`config.mk`:
```
export PLATFORM = sky130hd
export DESIGN_NAME = codec_startup_power_sequencer
export DESIGN_NICKNAME = d
export VERILOG_FILES = /design/src/rtl/seq_pkg.sv /design/src/rtl/seq_if.sv /design/src/rtl/seq_timer.sv /design/src/rtl/seq_sync.sv /design/src/rtl/codec_startup_power_sequencer.sv
export VERILOG_INCLUDE_DIRS = /design/src /design/src/rtl
export SDC_FILE = /design/constraint.sdc
export NUM_CORES = 1
export LEC_CHECK = 0
export ABC_AREA = 0
export BUFFER_PORTS_ARGS = -buffer_cell sky130_fd_sc_hd__buf_2
export CORE_MARGIN = 3
export CORE_UTILIZATION = 55
export CTS_CLUSTER_DIAMETER = 200
export DETAILED_ROUTE_END_ITERATION = 10
export GPL_TIMING_DRIVEN = 0
export PLACE_DENSITY_LB_ADDON = 0.15
export SLEW_MARGIN = 30
export SYNTH_ARGS = -nofsm -noshare
export SYNTH_HDL_FRONTEND = slang
export SYNTH_SLANG_ARGS = --single-unit
```
`constraint.sdc`:
```
create_clock -name core_clk -period 3.6 [get_ports core_clk]
set_input_delay 0.18 -clock core_clk [delete_from_list [all_inputs] [get_ports core_clk]]
set_output_delay 0.18 -clock core_clk [all_outputs]
set_load 0.02 [all_outputs]
```
`src/rtl/seq_consts.svh`:
```
// constants for the codec startup and power sequencer
// assumes a 200 MHz core_clk; times kept in microseconds
`ifndef SEQ_CONSTS_SVH
`define SEQ_CONSTS_SVH
`define CLK_MHZ          200
`define POR_TIME_US      14000
`define LOCK_TIME_US     2960
`define POR_CYCLES       (`POR_TIME_US * `CLK_MHZ)
`define LOCK_CYCLES      (`LOCK_TIME_US * `CLK_MHZ)
// register byte offsets
`define OFF_CLK_CTRL     12'h000
`define OFF_PLL_CTRL     12'h004
`define OFF_PWR_CTRL     12'h008
`define OFF_FILT_CTRL    12'h00c
`define OFF_PORT_CTRL    12'h010
`define OFF_STATUS       12'h014
`define OFF_IRQ_STAT     12'h018
`define OFF_IRQ_CLR      12'h01c
`define OFF_IRQ_EN       12'h020
`define OFF_RATE_CTRL    12'h024
// clock control fields
`define CLK_CORE_EN_BIT  0
`define CLK_SRC_BIT      3
// power control fields
`define PWR_ADC_BIT      0
`define PWR_DAC_BIT      1
`define PWR_PLL_BIT      2
`define PWR_DSP_BIT      3
// filter control: 1 selects 128x
`define FILT_ADC_BIT     0
`define FILT_DAC_BIT     1
`define FILT_RST         2'h3
// pll control: bit 0 start, reset value of settings
`define PLL_START_BIT    0
`define PLL_RST          32'h0000_1000
// status fields
`define ST_LOCK_BIT      0
`define ST_POR_BIT       1
`define ST_READY_BIT     2
// interrupt events
`define IRQ_LOCK_BIT     0
`define IRQ_UNLOCK_BIT   1
`define IRQ_BAD_BIT      2
`define IRQ_W            3
`endif

```
`src/rtl/seq_pkg.sv`:
```
// types for the codec startup and power sequencer
// assumes seq_consts.svh holds every number
package seq_pkg;
   typedef enum logic [1:0] {
      FMT_I2S, FMT_LEFT, FMT_RIGHT, FMT_TDM
   } port_fmt_t;
   typedef enum logic [1:0] {
      PLL_OFF, PLL_ACQ, PLL_LOCKED
   } pll_state_t;
endpackage : seq_pkg

```
`src/rtl/seq_if.sv`:
```
// timer request and done between sequencer and its counters
// assumes one clock domain
`timescale 1ns/10ps
interface seq_if;
   logic start;
   logic busy;
   logic done;
   modport owner (output start, input busy, input done);
   modport timer (input start, output busy, output done);
endinterface : seq_if

```
`src/rtl/seq_timer.sv`:
```
// one-shot cycle counter: done pulses COUNT cycles after start
// assumes start is a one-cycle pulse; restart reloads
`timescale 1ns/10ps
module seq_timer #(
   parameter int COUNT = 16
) (
   input  wire logic core_clk,   // core clock
   input  wire logic rst_n,      // async reset, low
   input  wire logic abort,      // stop counting
   seq_if.timer      tif         // request and done
);
   localparam int W = $clog2(COUNT + 1);
   logic [W-1:0] cnt_r;
   logic         busy_r;
   logic         done_r;
   if (COUNT < 1) begin : g_bad_count
      $error("seq_timer: COUNT must be at least 1");
   end
   always_ff @(posedge core_clk or negedge rst_n) begin
      if (!rst_n) begin
         cnt_r  <= '0;
         busy_r <= 1'b0;
         done_r <= 1'b0;
      end else begin
         done_r <= 1'b0;
         if (abort) begin
            busy_r <= 1'b0;
         end else if (tif.start) begin
            cnt_r  <= W'(COUNT - 1);
            busy_r <= 1'b1;
         end else if (busy_r) begin
            if (cnt_r == '0) begin
               busy_r <= 1'b0;
               done_r <= 1'b1;
            end else begin
               cnt_r <= cnt_r - 1'b1;
            end
         end
      end
   end
   assign tif.busy = busy_r;
   assign tif.done = done_r;
endmodule : seq_timer

```
`src/rtl/seq_sync.sv`:
```
// two-flop synchroniser for pin levels
// assumes inputs are asynchronous levels
`timescale 1ns/10ps
module seq_sync #(
   parameter int W = 1
) (
   input  wire logic         core_clk, // core clock
   input  wire logic         rst_n,    // async reset, low
   input  wire logic [W-1:0] d,        // async level
   output logic      [W-1:0] q         // synchronised level
);
   logic [W-1:0] meta_r;
   always_ff @(posedge core_clk or negedge rst_n) begin
      if (!rst_n) begin
         meta_r <= '0;
         q      <= '0;
      end else begin
         meta_r <= d;
         q      <= meta_r;
      end
   end
endmodule : seq_sync

```
`src/rtl/codec_startup_power_sequencer.sv`:
```
// startup, reset and power sequencing for the codec core
// assumes an apb master on core_clk and a supply-good level pin
`timescale 1ns/10ps
`include "seq_consts.svh"
// Notes on behaviour
// - power-on reset restores every register default except interrupt status
// - power-on reset holds about 14 ms
// - lock asserts after lock acquisition time
// - dsp may start right after lock
// - adc, dac, pll, dsp powered independently
// - adc/dac filters pick 64x or 128x
// - serial port format: i2s, left, right, tdm
// - converter rate scales base rate 8-96 kHz
// - pll takes 8 to 27 MHz reference
// - core clock off until enable bit set
// - core clock enable resets to zero
module codec_startup_power_sequencer #(
   parameter int POR_CYCLES  = `POR_CYCLES,
   parameter int LOCK_CYCLES = `LOCK_CYCLES
) (
   input  wire logic        core_clk,      // 200 MHz clock
   input  wire logic        rst_n,         // async reset, low
   input  wire logic        core_supply_point, // supply good pin
   input  wire logic        psel,          // apb select
   input  wire logic        penable,       // apb enable
   input  wire logic        pwrite,        // apb direction
   input  wire logic [11:0] paddr,         // apb byte address
   input  wire logic [31:0] pwdata,        // apb write data
   output logic      [31:0] prdata,        // apb read data
   output logic             pready,        // apb ready
   output logic             pslverr,       // apb error
   output logic             core_clk_gate, // core clock running
   output logic             pll_lock,      // pll locked
   output logic             por_active,    // power-on reset held
   output logic       [3:0] blk_power,     // dsp,pll,dac,adc on
   output logic       [1:0] filt_128x,     // dac,adc at 128x
   output logic       [1:0] port_fmt,      // serial framing
   output logic       [2:0] conv_rate,     // rate scaling code
   output logic             irq            // level interrupt
);
   // =========================================================
   // parameter checks
   // =========================================================
   // a zero count gives a zero-width timer that never ends
   if (POR_CYCLES < 1) begin : g_bad_por
      $error("POR_CYCLES must be at least 1");
   end
   if (LOCK_CYCLES < 1) begin : g_bad_lock
      $error("LOCK_CYCLES must be at least 1");
   end
   // =========================================================
   // supply monitor and power-on reset
   // =========================================================
   logic supply_ok;
   logic supply_ok_d_r;
   logic por_r;
   logic por_start;
   seq_if por_if ();
   seq_if lock_if ();
   seq_sync #(.W(1)) u_sync (
      .core_clk (core_clk),
      .rst_n    (rst_n),
      .d        (core_supply_point),
      .q        (supply_ok)
   );
   assign por_start = supply_ok & ~supply_ok_d_r;
   assign por_if.start = por_start;
   seq_timer #(.COUNT(POR_CYCLES)) u_por (
      .core_clk (core_clk),
      .rst_n    (rst_n),
      .abort    (~supply_ok),
      .tif      (por_if)
   );
   always_ff @(posedge core_clk or negedge rst_n) begin
      if (!rst_n) begin
         supply_ok_d_r <= 1'b0;
         por_r         <= 1'b1;
      end else begin
         supply_ok_d_r <= supply_ok;
         // reset held while supply low or timing
         if (!supply_ok || por_start) begin
            por_r <= 1'b1;
         end else if (por_if.done) begin
            por_r <= 1'b0;
         end
      end
   end
   // =========================================================
   // apb decode
   // =========================================================
   logic        wr_en;
   logic        rd_en;
   logic        addr_ok;
   logic        early_ok;
   logic        acc_ok;
   logic        ready_ok;
   logic [31:0] rd_val;
   logic [31:0] clk_ctrl_r;
   logic [31:0] pll_ctrl_r;
   logic [3:0]  pwr_r;
   logic [1:0]  filt_r;
   logic [1:0]  fmt_r;
   logic [2:0]  rate_r;
   logic [`IRQ_W-1:0] irq_stat_r;
   logic [`IRQ_W-1:0] irq_en_r;
   logic [`IRQ_W-1:0] irq_set;
   seq_pkg::pll_state_t pll_st_r;
   assign addr_ok = (paddr[1:0] == 2'h0) && (paddr <= `OFF_RATE_CTRL);
   // only clock, pll, power and status during lock
   // power stays reachable: pll must be powered down first
   assign early_ok = (paddr == `OFF_CLK_CTRL) ||
                     (paddr == `OFF_PLL_CTRL) ||
                     (paddr == `OFF_PWR_CTRL) ||
                     (paddr == `OFF_STATUS);
   assign ready_ok = clk_ctrl_r[`CLK_CORE_EN_BIT] &&
                     (!clk_ctrl_r[`CLK_SRC_BIT] ||
                      pll_st_r == seq_pkg::PLL_LOCKED);
   assign acc_ok = addr_ok && !por_r && (early_ok || ready_ok);
   assign wr_en  = psel && penable && pwrite && acc_ok && !pready;
   assign rd_en  = psel && penable && !pwrite && !pready;
   always_ff @(posedge core_clk or negedge rst_n) begin
      if (!rst_n) begin
         pready  <= 1'b0;
         pslverr <= 1'b0;
         prdata  <= 32'h0;
      end else begin
         // one wait state: answer on the second access cycle
         pready  <= psel && penable && !pready;
         pslverr <= psel && penable && !pready && !acc_ok;
         prdata  <= (rd_en && acc_ok) ? rd_val : 32'h0;
      end
   end
   always_comb begin
      rd_val = 32'h0;
      unique case (paddr)
         `OFF_CLK_CTRL:  rd_val = clk_ctrl_r;
         `OFF_PLL_CTRL:  rd_val = pll_ctrl_r;
         `OFF_PWR_CTRL:  rd_val = {28'h0, pwr_r};
         `OFF_FILT_CTRL: rd_val = {30'h0, filt_r};
         `OFF_PORT_CTRL: rd_val = {30'h0, fmt_r};
         `OFF_STATUS:    rd_val = {29'h0, ready_ok, por_r,
                                   pll_st_r == seq_pkg::PLL_LOCKED};
         `OFF_IRQ_STAT:  rd_val = {29'h0, irq_stat_r};
         // clear register is write-only
         `OFF_IRQ_CLR:   rd_val = 32'h0;
         `OFF_IRQ_EN:    rd_val = {29'h0, irq_en_r};
         `OFF_RATE_CTRL: rd_val = {29'h0, rate_r};
         default:        rd_val = 32'h0;
      endcase
   end
   // =========================================================
   // control registers, all returned to reset values by power-on reset
   // =========================================================
   always_ff @(posedge core_clk or negedge rst_n) begin
      if (!rst_n) begin
         clk_ctrl_r <= 32'h0;
         pll_ctrl_r <= `PLL_RST;
         pwr_r      <= 4'h0;
         filt_r     <= `FILT_RST;
         fmt_r      <= 2'h0;
         rate_r     <= 3'h0;
      end else if (por_r) begin
         clk_ctrl_r <= 32'h0;
         pll_ctrl_r <= `PLL_RST;
         pwr_r      <= 4'h0;
         filt_r     <= `FILT_RST;
         fmt_r      <= 2'h0;
         rate_r     <= 3'h0;
      end else if (wr_en) begin
         unique case (paddr)
            `OFF_CLK_CTRL:  clk_ctrl_r <= {28'h0, pwdata[3:0]};
            `OFF_PLL_CTRL:  pll_ctrl_r <= pwdata;
            `OFF_PWR_CTRL:  pwr_r <= pwdata[3:0];
            `OFF_FILT_CTRL: filt_r <= pwdata[1:0];
            `OFF_PORT_CTRL: fmt_r <= pwdata[1:0];
            `OFF_RATE_CTRL: rate_r <= pwdata[2:0];
            default: ;
         endcase
      end
   end
   // =========================================================
   // pll lock model
   // =========================================================
   logic pll_up;
   logic pll_go;
   // reference range is the analog side's; start is logic only
   assign pll_up = pwr_r[`PWR_PLL_BIT] && pll_ctrl_r[`PLL_START_BIT];
   assign pll_go = pll_up && pll_st_r == seq_pkg::PLL_OFF;
   assign lock_if.start = pll_go;
   seq_timer #(.COUNT(LOCK_CYCLES)) u_lock (
      .core_clk (core_clk),
      .rst_n    (rst_n),
      .abort    (!pll_up || por_r),
      .tif      (lock_if)
   );
   always_ff @(posedge core_clk or negedge rst_n) begin
      if (!rst_n) begin
         pll_st_r <= seq_pkg::PLL_OFF;
      end else begin
         // lock drops on pll down or reset
         if (!pll_up || por_r) begin
            pll_st_r <= seq_pkg::PLL_OFF;
         end else begin
            unique case (pll_st_r)
               seq_pkg::PLL_OFF:    pll_st_r <= seq_pkg::PLL_ACQ;
               seq_pkg::PLL_ACQ:    if (lock_if.done) begin
                  pll_st_r <= seq_pkg::PLL_LOCKED;
               end
               seq_pkg::PLL_LOCKED: pll_st_r <= seq_pkg::PLL_LOCKED;
               default:             pll_st_r <= seq_pkg::PLL_OFF;
            endcase
         end
      end
   end
   // =========================================================
   // interrupts
   // =========================================================
   assign irq_set[`IRQ_LOCK_BIT]   = lock_if.done && pll_up && !por_r;
   assign irq_set[`IRQ_UNLOCK_BIT] = pll_st_r == seq_pkg::PLL_LOCKED &&
                                     (!pll_up || por_r);
   assign irq_set[`IRQ_BAD_BIT]    = psel && penable && !pready && !acc_ok;
   logic irq_clr_hit;
   assign irq_clr_hit = wr_en && paddr == `OFF_IRQ_CLR;
   // one sticky bit per event; set wins over a same-cycle clear
   for (genvar i = 0; i < `IRQ_W; i++) begin : g_irq_stat
      always_ff @(posedge core_clk or negedge rst_n) begin
         if (!rst_n) begin
            irq_stat_r[i] <= 1'b0;
         end else if (irq_set[i]) begin
            irq_stat_r[i] <= 1'b1;
         end else if (irq_clr_hit && pwdata[i]) begin
            irq_stat_r[i] <= 1'b0;
         end
      end
   end
   // enables cleared with the other settings
   always_ff @(posedge core_clk or negedge rst_n) begin
      if (!rst_n) begin
         irq_en_r <= '0;
      end else if (por_r) begin
         irq_en_r <= '0;
      end else if (wr_en && paddr == `OFF_IRQ_EN) begin
         irq_en_r <= pwdata[`IRQ_W-1:0];
      end
   end
   // =========================================================
   // outputs
   // =========================================================
   always_ff @(posedge core_clk or negedge rst_n) begin
      if (!rst_n) begin
         core_clk_gate <= 1'b0;
         pll_lock      <= 1'b0;
         por_active    <= 1'b1;
      end else begin
         // core clock gated by enable and, when the pll is the source, lock
         core_clk_gate <= ready_ok && !por_r;
         pll_lock      <= pll_st_r == seq_pkg::PLL_LOCKED;
         por_active    <= por_r;
      end
   end
   // settings show one cycle after the register write
   always_ff @(posedge core_clk or negedge rst_n) begin
      if (!rst_n) begin
         blk_power     <= 4'h0;
         filt_128x     <= `FILT_RST;
         port_fmt      <= 2'h0;
         conv_rate     <= 3'h0;
      end else begin
         // dsp power passed through whether or not locked
         blk_power     <= pwr_r;
         filt_128x     <= filt_r;
         port_fmt      <= fmt_r;
         conv_rate     <= rate_r;
      end
   end
   // registered so the interrupt pin never glitches
   always_ff @(posedge core_clk or negedge rst_n) begin
      if (!rst_n) begin
         irq           <= 1'b0;
      end else begin
         irq           <= |(irq_stat_r & irq_en_r);
      end
   end
endmodule : codec_startup_power_sequencer

```
==> run metrics, run 1 <==
outcome=finished, final reports clean; htree depth=4; Nets=854; synthesis-to-layout area growth=22.9%; relative slew slack=45.3%; Hold Crit Class=in2reg; initial antenna violation count=0; first-pass GRT wire length=27300 microns; worst slack, placed=933 ps; vias in the first global route=5700; post-DP HPWL=10600 microns; Post-CTS Setup Inserts=0; sequential element share of the synthesized area=57.0%; share of flip-flops with an asynchronous set or reset=100%; TritonCTS clock tree=built; Detail Route Antenna Nets=0; ant diodes=0; achievable frequency=0.371 GHz; Final min period=2700 ps; ys flop type=dfrtp_1; largest net degree at the start of global routing=83; clk_lat worst skew=430 ps; Synth cell types=61; Power Density=435 nW/um^2; routability-driven placement congestion ratio=0.893; worst path arrival time=3060 ps; fin worst setup slack=902 ps; clock-pin slew on the worst setup and hold paths=60 ps; Worst Tran Pin Value=814 ps; Clock Skew=10.1 ps; drt via density=5.83; Setup CP Type=reg2reg; CTS root buf=clkbuf_16; count of flip-flops with a built-in enable after synthesis=0; Port Buffers=94; WL/cell=17.0 microns; core region area=11700 sq um; clock buffer depth=2; share of cells above drive strength 1=18.6%; first drt pass iteration count=5; period utilisation layout=74.9%; dpl cells=892; Die ar.=13700 sq um; num ports=99; iteration-0 DRC count of the detailed router=426; Synth Warn #=0; final setup vio count=0; chip width=117 microns; crit-path max FO=10; maximum VDD drop=350 uV; Cell Area, Synth=6770 sq um; crit path launch type=flip-flop; drt drc=0; Placement Rows=39; Initial Utilization=57.8%; synthesized net count=709; post-route cell area=8320 sq um; Num CTS Buffers=17; Final Hold Violating Endpoints=0; worst endpoint required time=3960 ps; clk sinks=154; Non-Filler Instances=954; Lkg Pwr=3.80 nW; RSZ-0062 raised after global routing=no; Synth Register Bits=154; Setup crit end kind=flip-flop; Max Transition Viols Final=0; total vias in the final route=5561; Cells after Synth=654; Vert. Die Dim=117 microns; GRT overflow=0; Max-cap violations=0; DP Area=7460 sq um; total negative slack=0 ps; GR Util All Layers=25.9%; total power=3.62 mW; drt total wl=16200 microns; Mean Syn Cell Area=10.4 sq um
[worst max-delay path, stage by stage (launching register included)]
cell and delay, ps:
dfrtp_1 390, inv_1 90, ha_1 270, nand2b_1 230, a31oi_1 110, o22a_1 250
nor4_2 730, clkbuf_1 380, and2_1 190
[cells by family after synthesis]
kind of cell | after synthesis | synth area share [%]
adders and majority gates | 5 | 0.924
and+or+nand+nor | 289 | 22.1
muxes | 29 | 4.53
AOI/OAI and AO/OA | 117 | 10.8
buffers and inverters | 46 | 2.83
DFF | 154 | 57.0
xor gates and xnor gates | 14 | 1.81
[cell usage in the layout, fill, tap and decap left out, types with 7 or more instances in the layout]
master	n
nor3_1	12
clkbuf_16	17
clkbuf_1	29
or3_1	16
dfrtp_1	147
nor2b_1	10
a211oi_1	7
nand4_1	8
nand2b_1	7
o21ai_0	42
xnor2_1	10
dlygate4sd3_1	31
nand3_1	17
nor2_1	57
mux2i_1	25
nor4_1	8
inv_1	12
buf_2	96
and2_1	32
dfstp_2	7
nand2_1	86
a21oi_1	26
[per-stage QoR]
step,utilization [%],hold slack [ps]
floorplan,-,-116
global placement,63.4,292
detailed placement,63.7,176
CTS,71.1,45.7
global route,71.1,74.1
finish,71.1,62.8
[routing by layer]
metal | part of all wire (%) | up-vias | track usage, %
met5 | 0 | - | 0
li1 | - | 2592 | -
met2 | 50 | 190 | 43.6
met4 | 1.8 | 0 | 9.25
met1 | 42 | 2748 | 31.5
met3 | 6.6 | 31 | 8.07
[final timing paths]
| check | cells after the start | slack (ps) | end | from |
|---|---|---|---|---|
| worst min-delay path | 3 | 60 | pll_ctrl_r[2] | pwdata[2] |
| min in group asynchronous | 2 | 290 | conv_rate[1] | rst_n |
| worst min register to register | 0 | 350 | u_sync.q | u_sync.meta_r |
| worst max register to register | 8 | 900 | prdata[13] | pll_st_r[0] |
| worst max-delay path | 8 | 900 | prdata[13] | pll_st_r[0] |
| max in group asynchronous | 3 | 2500 | filt_r[1] | rst_n |
[cells in the mapped netlist, types with 3 or more instances]
cell	number	area, sq um
clkbuf_1	26	97.6
o21ai_1	6	30.0
nand3_1	17	85.1
o31ai_1	4	30.0
and3_1	6	37.5
nand2b_1	7	43.8
nor3_1	12	60.1
and2_1	32	200
dfrtp_1	147	3680
mux2i_1	25	250
nand4_1	8	50.1
a32oi_1	3	26.3
xnor2_1	10	87.6
ha_1	5	62.6
inv_1	12	45.0
nor2_1	57	214
dfstp_2	7	184
nor3b_1	3	22.5
or4_1	5	37.5
a31oi_1	5	31.3
nor4_1	8	50.1
or3_1	16	100
nand2_1	86	323
nor2b_1	10	62.6
a21oi_1	26	130
nand4b_1	3	26.3
buf_1	3	11.3
a211o_1	3	26.3
buf_2	3	15.0
xor2_1	4	35.0
o21ai_0	42	210
a211oi_1	7	52.6
mux2_2	3	33.8
nor4_2	5	62.6
[layout make-up]
type	count	area [sq um]
timing repair buffer	126	818
fill	860	3390
buffer	34	146
clock buffer	22	464
multi-input combinational	454	2720
clock inverter	9	88.8
inverter	12	45.0
sequential	154	3860
tap	143	179
[state kept, by name, summed over array words and instances (netlist names), 2 cells and up]
signal        count
pll_ctrl_r       32
prdata           32
u_por.cnt_r      22
u_lock.cnt_r     20
blk_power         4
clk_ctrl_r        4
pwr_r             4
conv_rate         3
irq_en_r          3
irq_stat_r        3
rate_r            3
filt_128x         2
filt_r            2
fmt_r             2
pll_st_r          2
port_fmt          2
[power breakdown]
group | internal, mW | switching [mW]
clock | 0.986 | 0.698
sequential | 1.74 | 0.0151
combinational | 0.0711 | 0.103
total | 2.80 | 0.816
[repair_timing]
action / in CTS / in global routing
gates resized for setup: 0 / 0
hold endpoints to repair: 99 / 0
hold buffers: 31 / 0
(Power assumes the default switching activity.)
==> inputs of run 2 (changes only) <==
==> constraint.sdc (replaced) <==
create_clock -name core_clk -period 2.6 [get_ports core_clk]
set_input_delay 0.13 -clock core_clk [delete_from_list [all_inputs] [get_ports core_clk]]
set_output_delay 0.13 -clock core_clk [all_outputs]
set_load 0.02 [all_outputs]
==> run metrics, run 2 (same netlist as run 1, synthesis figures left out) <==
outcome=finished, final reports clean; htree depth=4; maximum VDD drop=484 uV; Final min period=2500 ps; vias in the first global route=5707; ant diodes=0; total vias in the final route=5572; first drt pass iteration count=7; RSZ-0062 raised after global routing=no; Setup crit end kind=flip-flop; most frequent cells in the layout=dfrtp_1 (147), buf_2 (96), nand2_1 (86), nor2_1 (57), o21ai_0 (42); Non-Filler Instances=957; GR Util All Layers=25.9%; initial antenna violation count=0; Max Transition Viols Final=0; period utilisation layout=96.1%; synthesis-to-layout area growth=23.5%; TritonCTS clock tree=built; GRT overflow=0; Worst Tran Pin Value=799 ps; relative slew slack=46.0%; Power Density=599 nW/um^2; chip width=117 microns; worst path arrival time=2780 ps; num ports=99; crit path launch type=flip-flop; WL/cell=16.9 microns; Num CTS Buffers=17; Detail Route Antenna Nets=0; iteration-0 DRC count of the detailed router=464; CTS root buf=clkbuf_16; drt via density=5.82; Hold Crit Class=in2reg; post-DP HPWL=10600 microns; core region area=11700 sq um; Nets=857; Initial Utilization=57.8%; largest net degree at the start of global routing=83; clock buffer depth=2; Worst Reg2Reg Path Length in Cells=5; Clock Skew=9.09 ps; fin worst setup slack=101 ps; Vert. Die Dim=117 microns; Die ar.=13700 sq um; share of cells above drive strength 1=19.2%; dpl cells=892; worst endpoint required time=2880 ps; Max-cap violations=0; worst hold path depth=4; Port Buffers=94; most common cell after layout, fill and taps aside=dfrtp_1; first-pass GRT wire length=27300 microns; routability-driven placement congestion ratio=0.893; Final Hold Violating Endpoints=0; final setup vio count=0; Lkg Pwr=3.83 nW; crit-path max FO=5; clk sinks=154; Placement Rows=39; clk_lat worst skew=420 ps; largest registers=pll_ctrl_r: 32 flops, prdata: 32 flops, u_por.cnt_r: 22 flops; drt drc=0; achievable frequency=0.400 GHz; drt total wl=16200 microns; clock-pin slew on the worst setup and hold paths=60 ps; worst slack, placed=-66.9 ps; Setup CP Type=reg2reg
==> run 2: cell types whose count changed in the layout (fill, tap and decap cells not counted) <==
cell and delta:
buf_1 +1, buf_4 +2, dlygate4sd3_1 +1, nor4_4 +1, clkbuf_1 -3, nor4_1 -1, clkbuf_2 +2
==> run 2: metrics by stage <==
stage	hold slack [ps]	util, %	cell area, sq um	TNS, ps	power [mW]
global route	102	71.4	8360	0	5.18
global placement	242	63.4	7420	-100600	2.67
detailed placement	126	63.7	7460	-987	2.68
floorplan	-166	-	6770	0	2.56
finish	93.6	71.4	8360	0	5.01
CTS	63.4	71.2	8340	0	5.04
==> run 2: path summary, 6_finish.rpt <==
check | from | slack, ps | end
setup / recovery | u_por.cnt_r[4] | 100 | u_por.cnt_r[17]
hold / removal | paddr[11] | 90 | prdata[3]
setup reg to reg | u_por.cnt_r[4] | 100 | u_por.cnt_r[17]
hold reg to reg | u_sync.meta_r | 350 | u_sync.q
max in group asynchronous | rst_n | 1550 | filt_r[1]
min in group asynchronous | rst_n | 240 | conv_rate[1]
==> run 2: worst max-delay path, cell delays in order (launching register included) <==
cell and delay [ps]:
dfrtp_1 420, or4_1 610, or4b_1 650, a211oi_2 410
and3_1 210, o21ai_1 60
==> run 2: routing by layer <==
metal  vias to the layer above  share of wire, %  global-route usage, %
li1                       2597                 -                      -
met1                      2744                42                   31.5
met2                       198                50                   43.8
met3                        33               6.5                   7.61
met4                         0               2.0                   9.71
met5                         -                 0                      0
==> run 2: where the power goes <==
part	internal (mW)	leakage (nW)	switching, mW
Sequential	2.42	2.04	0.0206
Clock	1.36	0.263	0.965
Combinational	0.0997	1.53	0.142
Total	3.88	3.83	1.13
==> run 2: repair_timing <==
item                                    CTS  global route
cloned                                    0             0
setup buffers                             0             2
endpoints found under the setup margin   20            36
gates resized for setup                   1             6
endpoints found under the hold margin   101             0
hold buffers                             32             0
pin swaps                                 0             1
==> run 2: final cells by class <==
| type | count | area, sq um |
|---|---|---|
| plain buffers | 34 | 149 |
| clock buffers | 22 | 464 |
| flip-flops and latches | 154 | 3860 |
| clock inverters | 9 | 88.8 |
| multi-input cells | 454 | 2730 |
| repair buffers | 129 | 843 |
| fillers | 852 | 3350 |
| inverters | 12 | 45.0 |
| well taps | 143 | 179 |
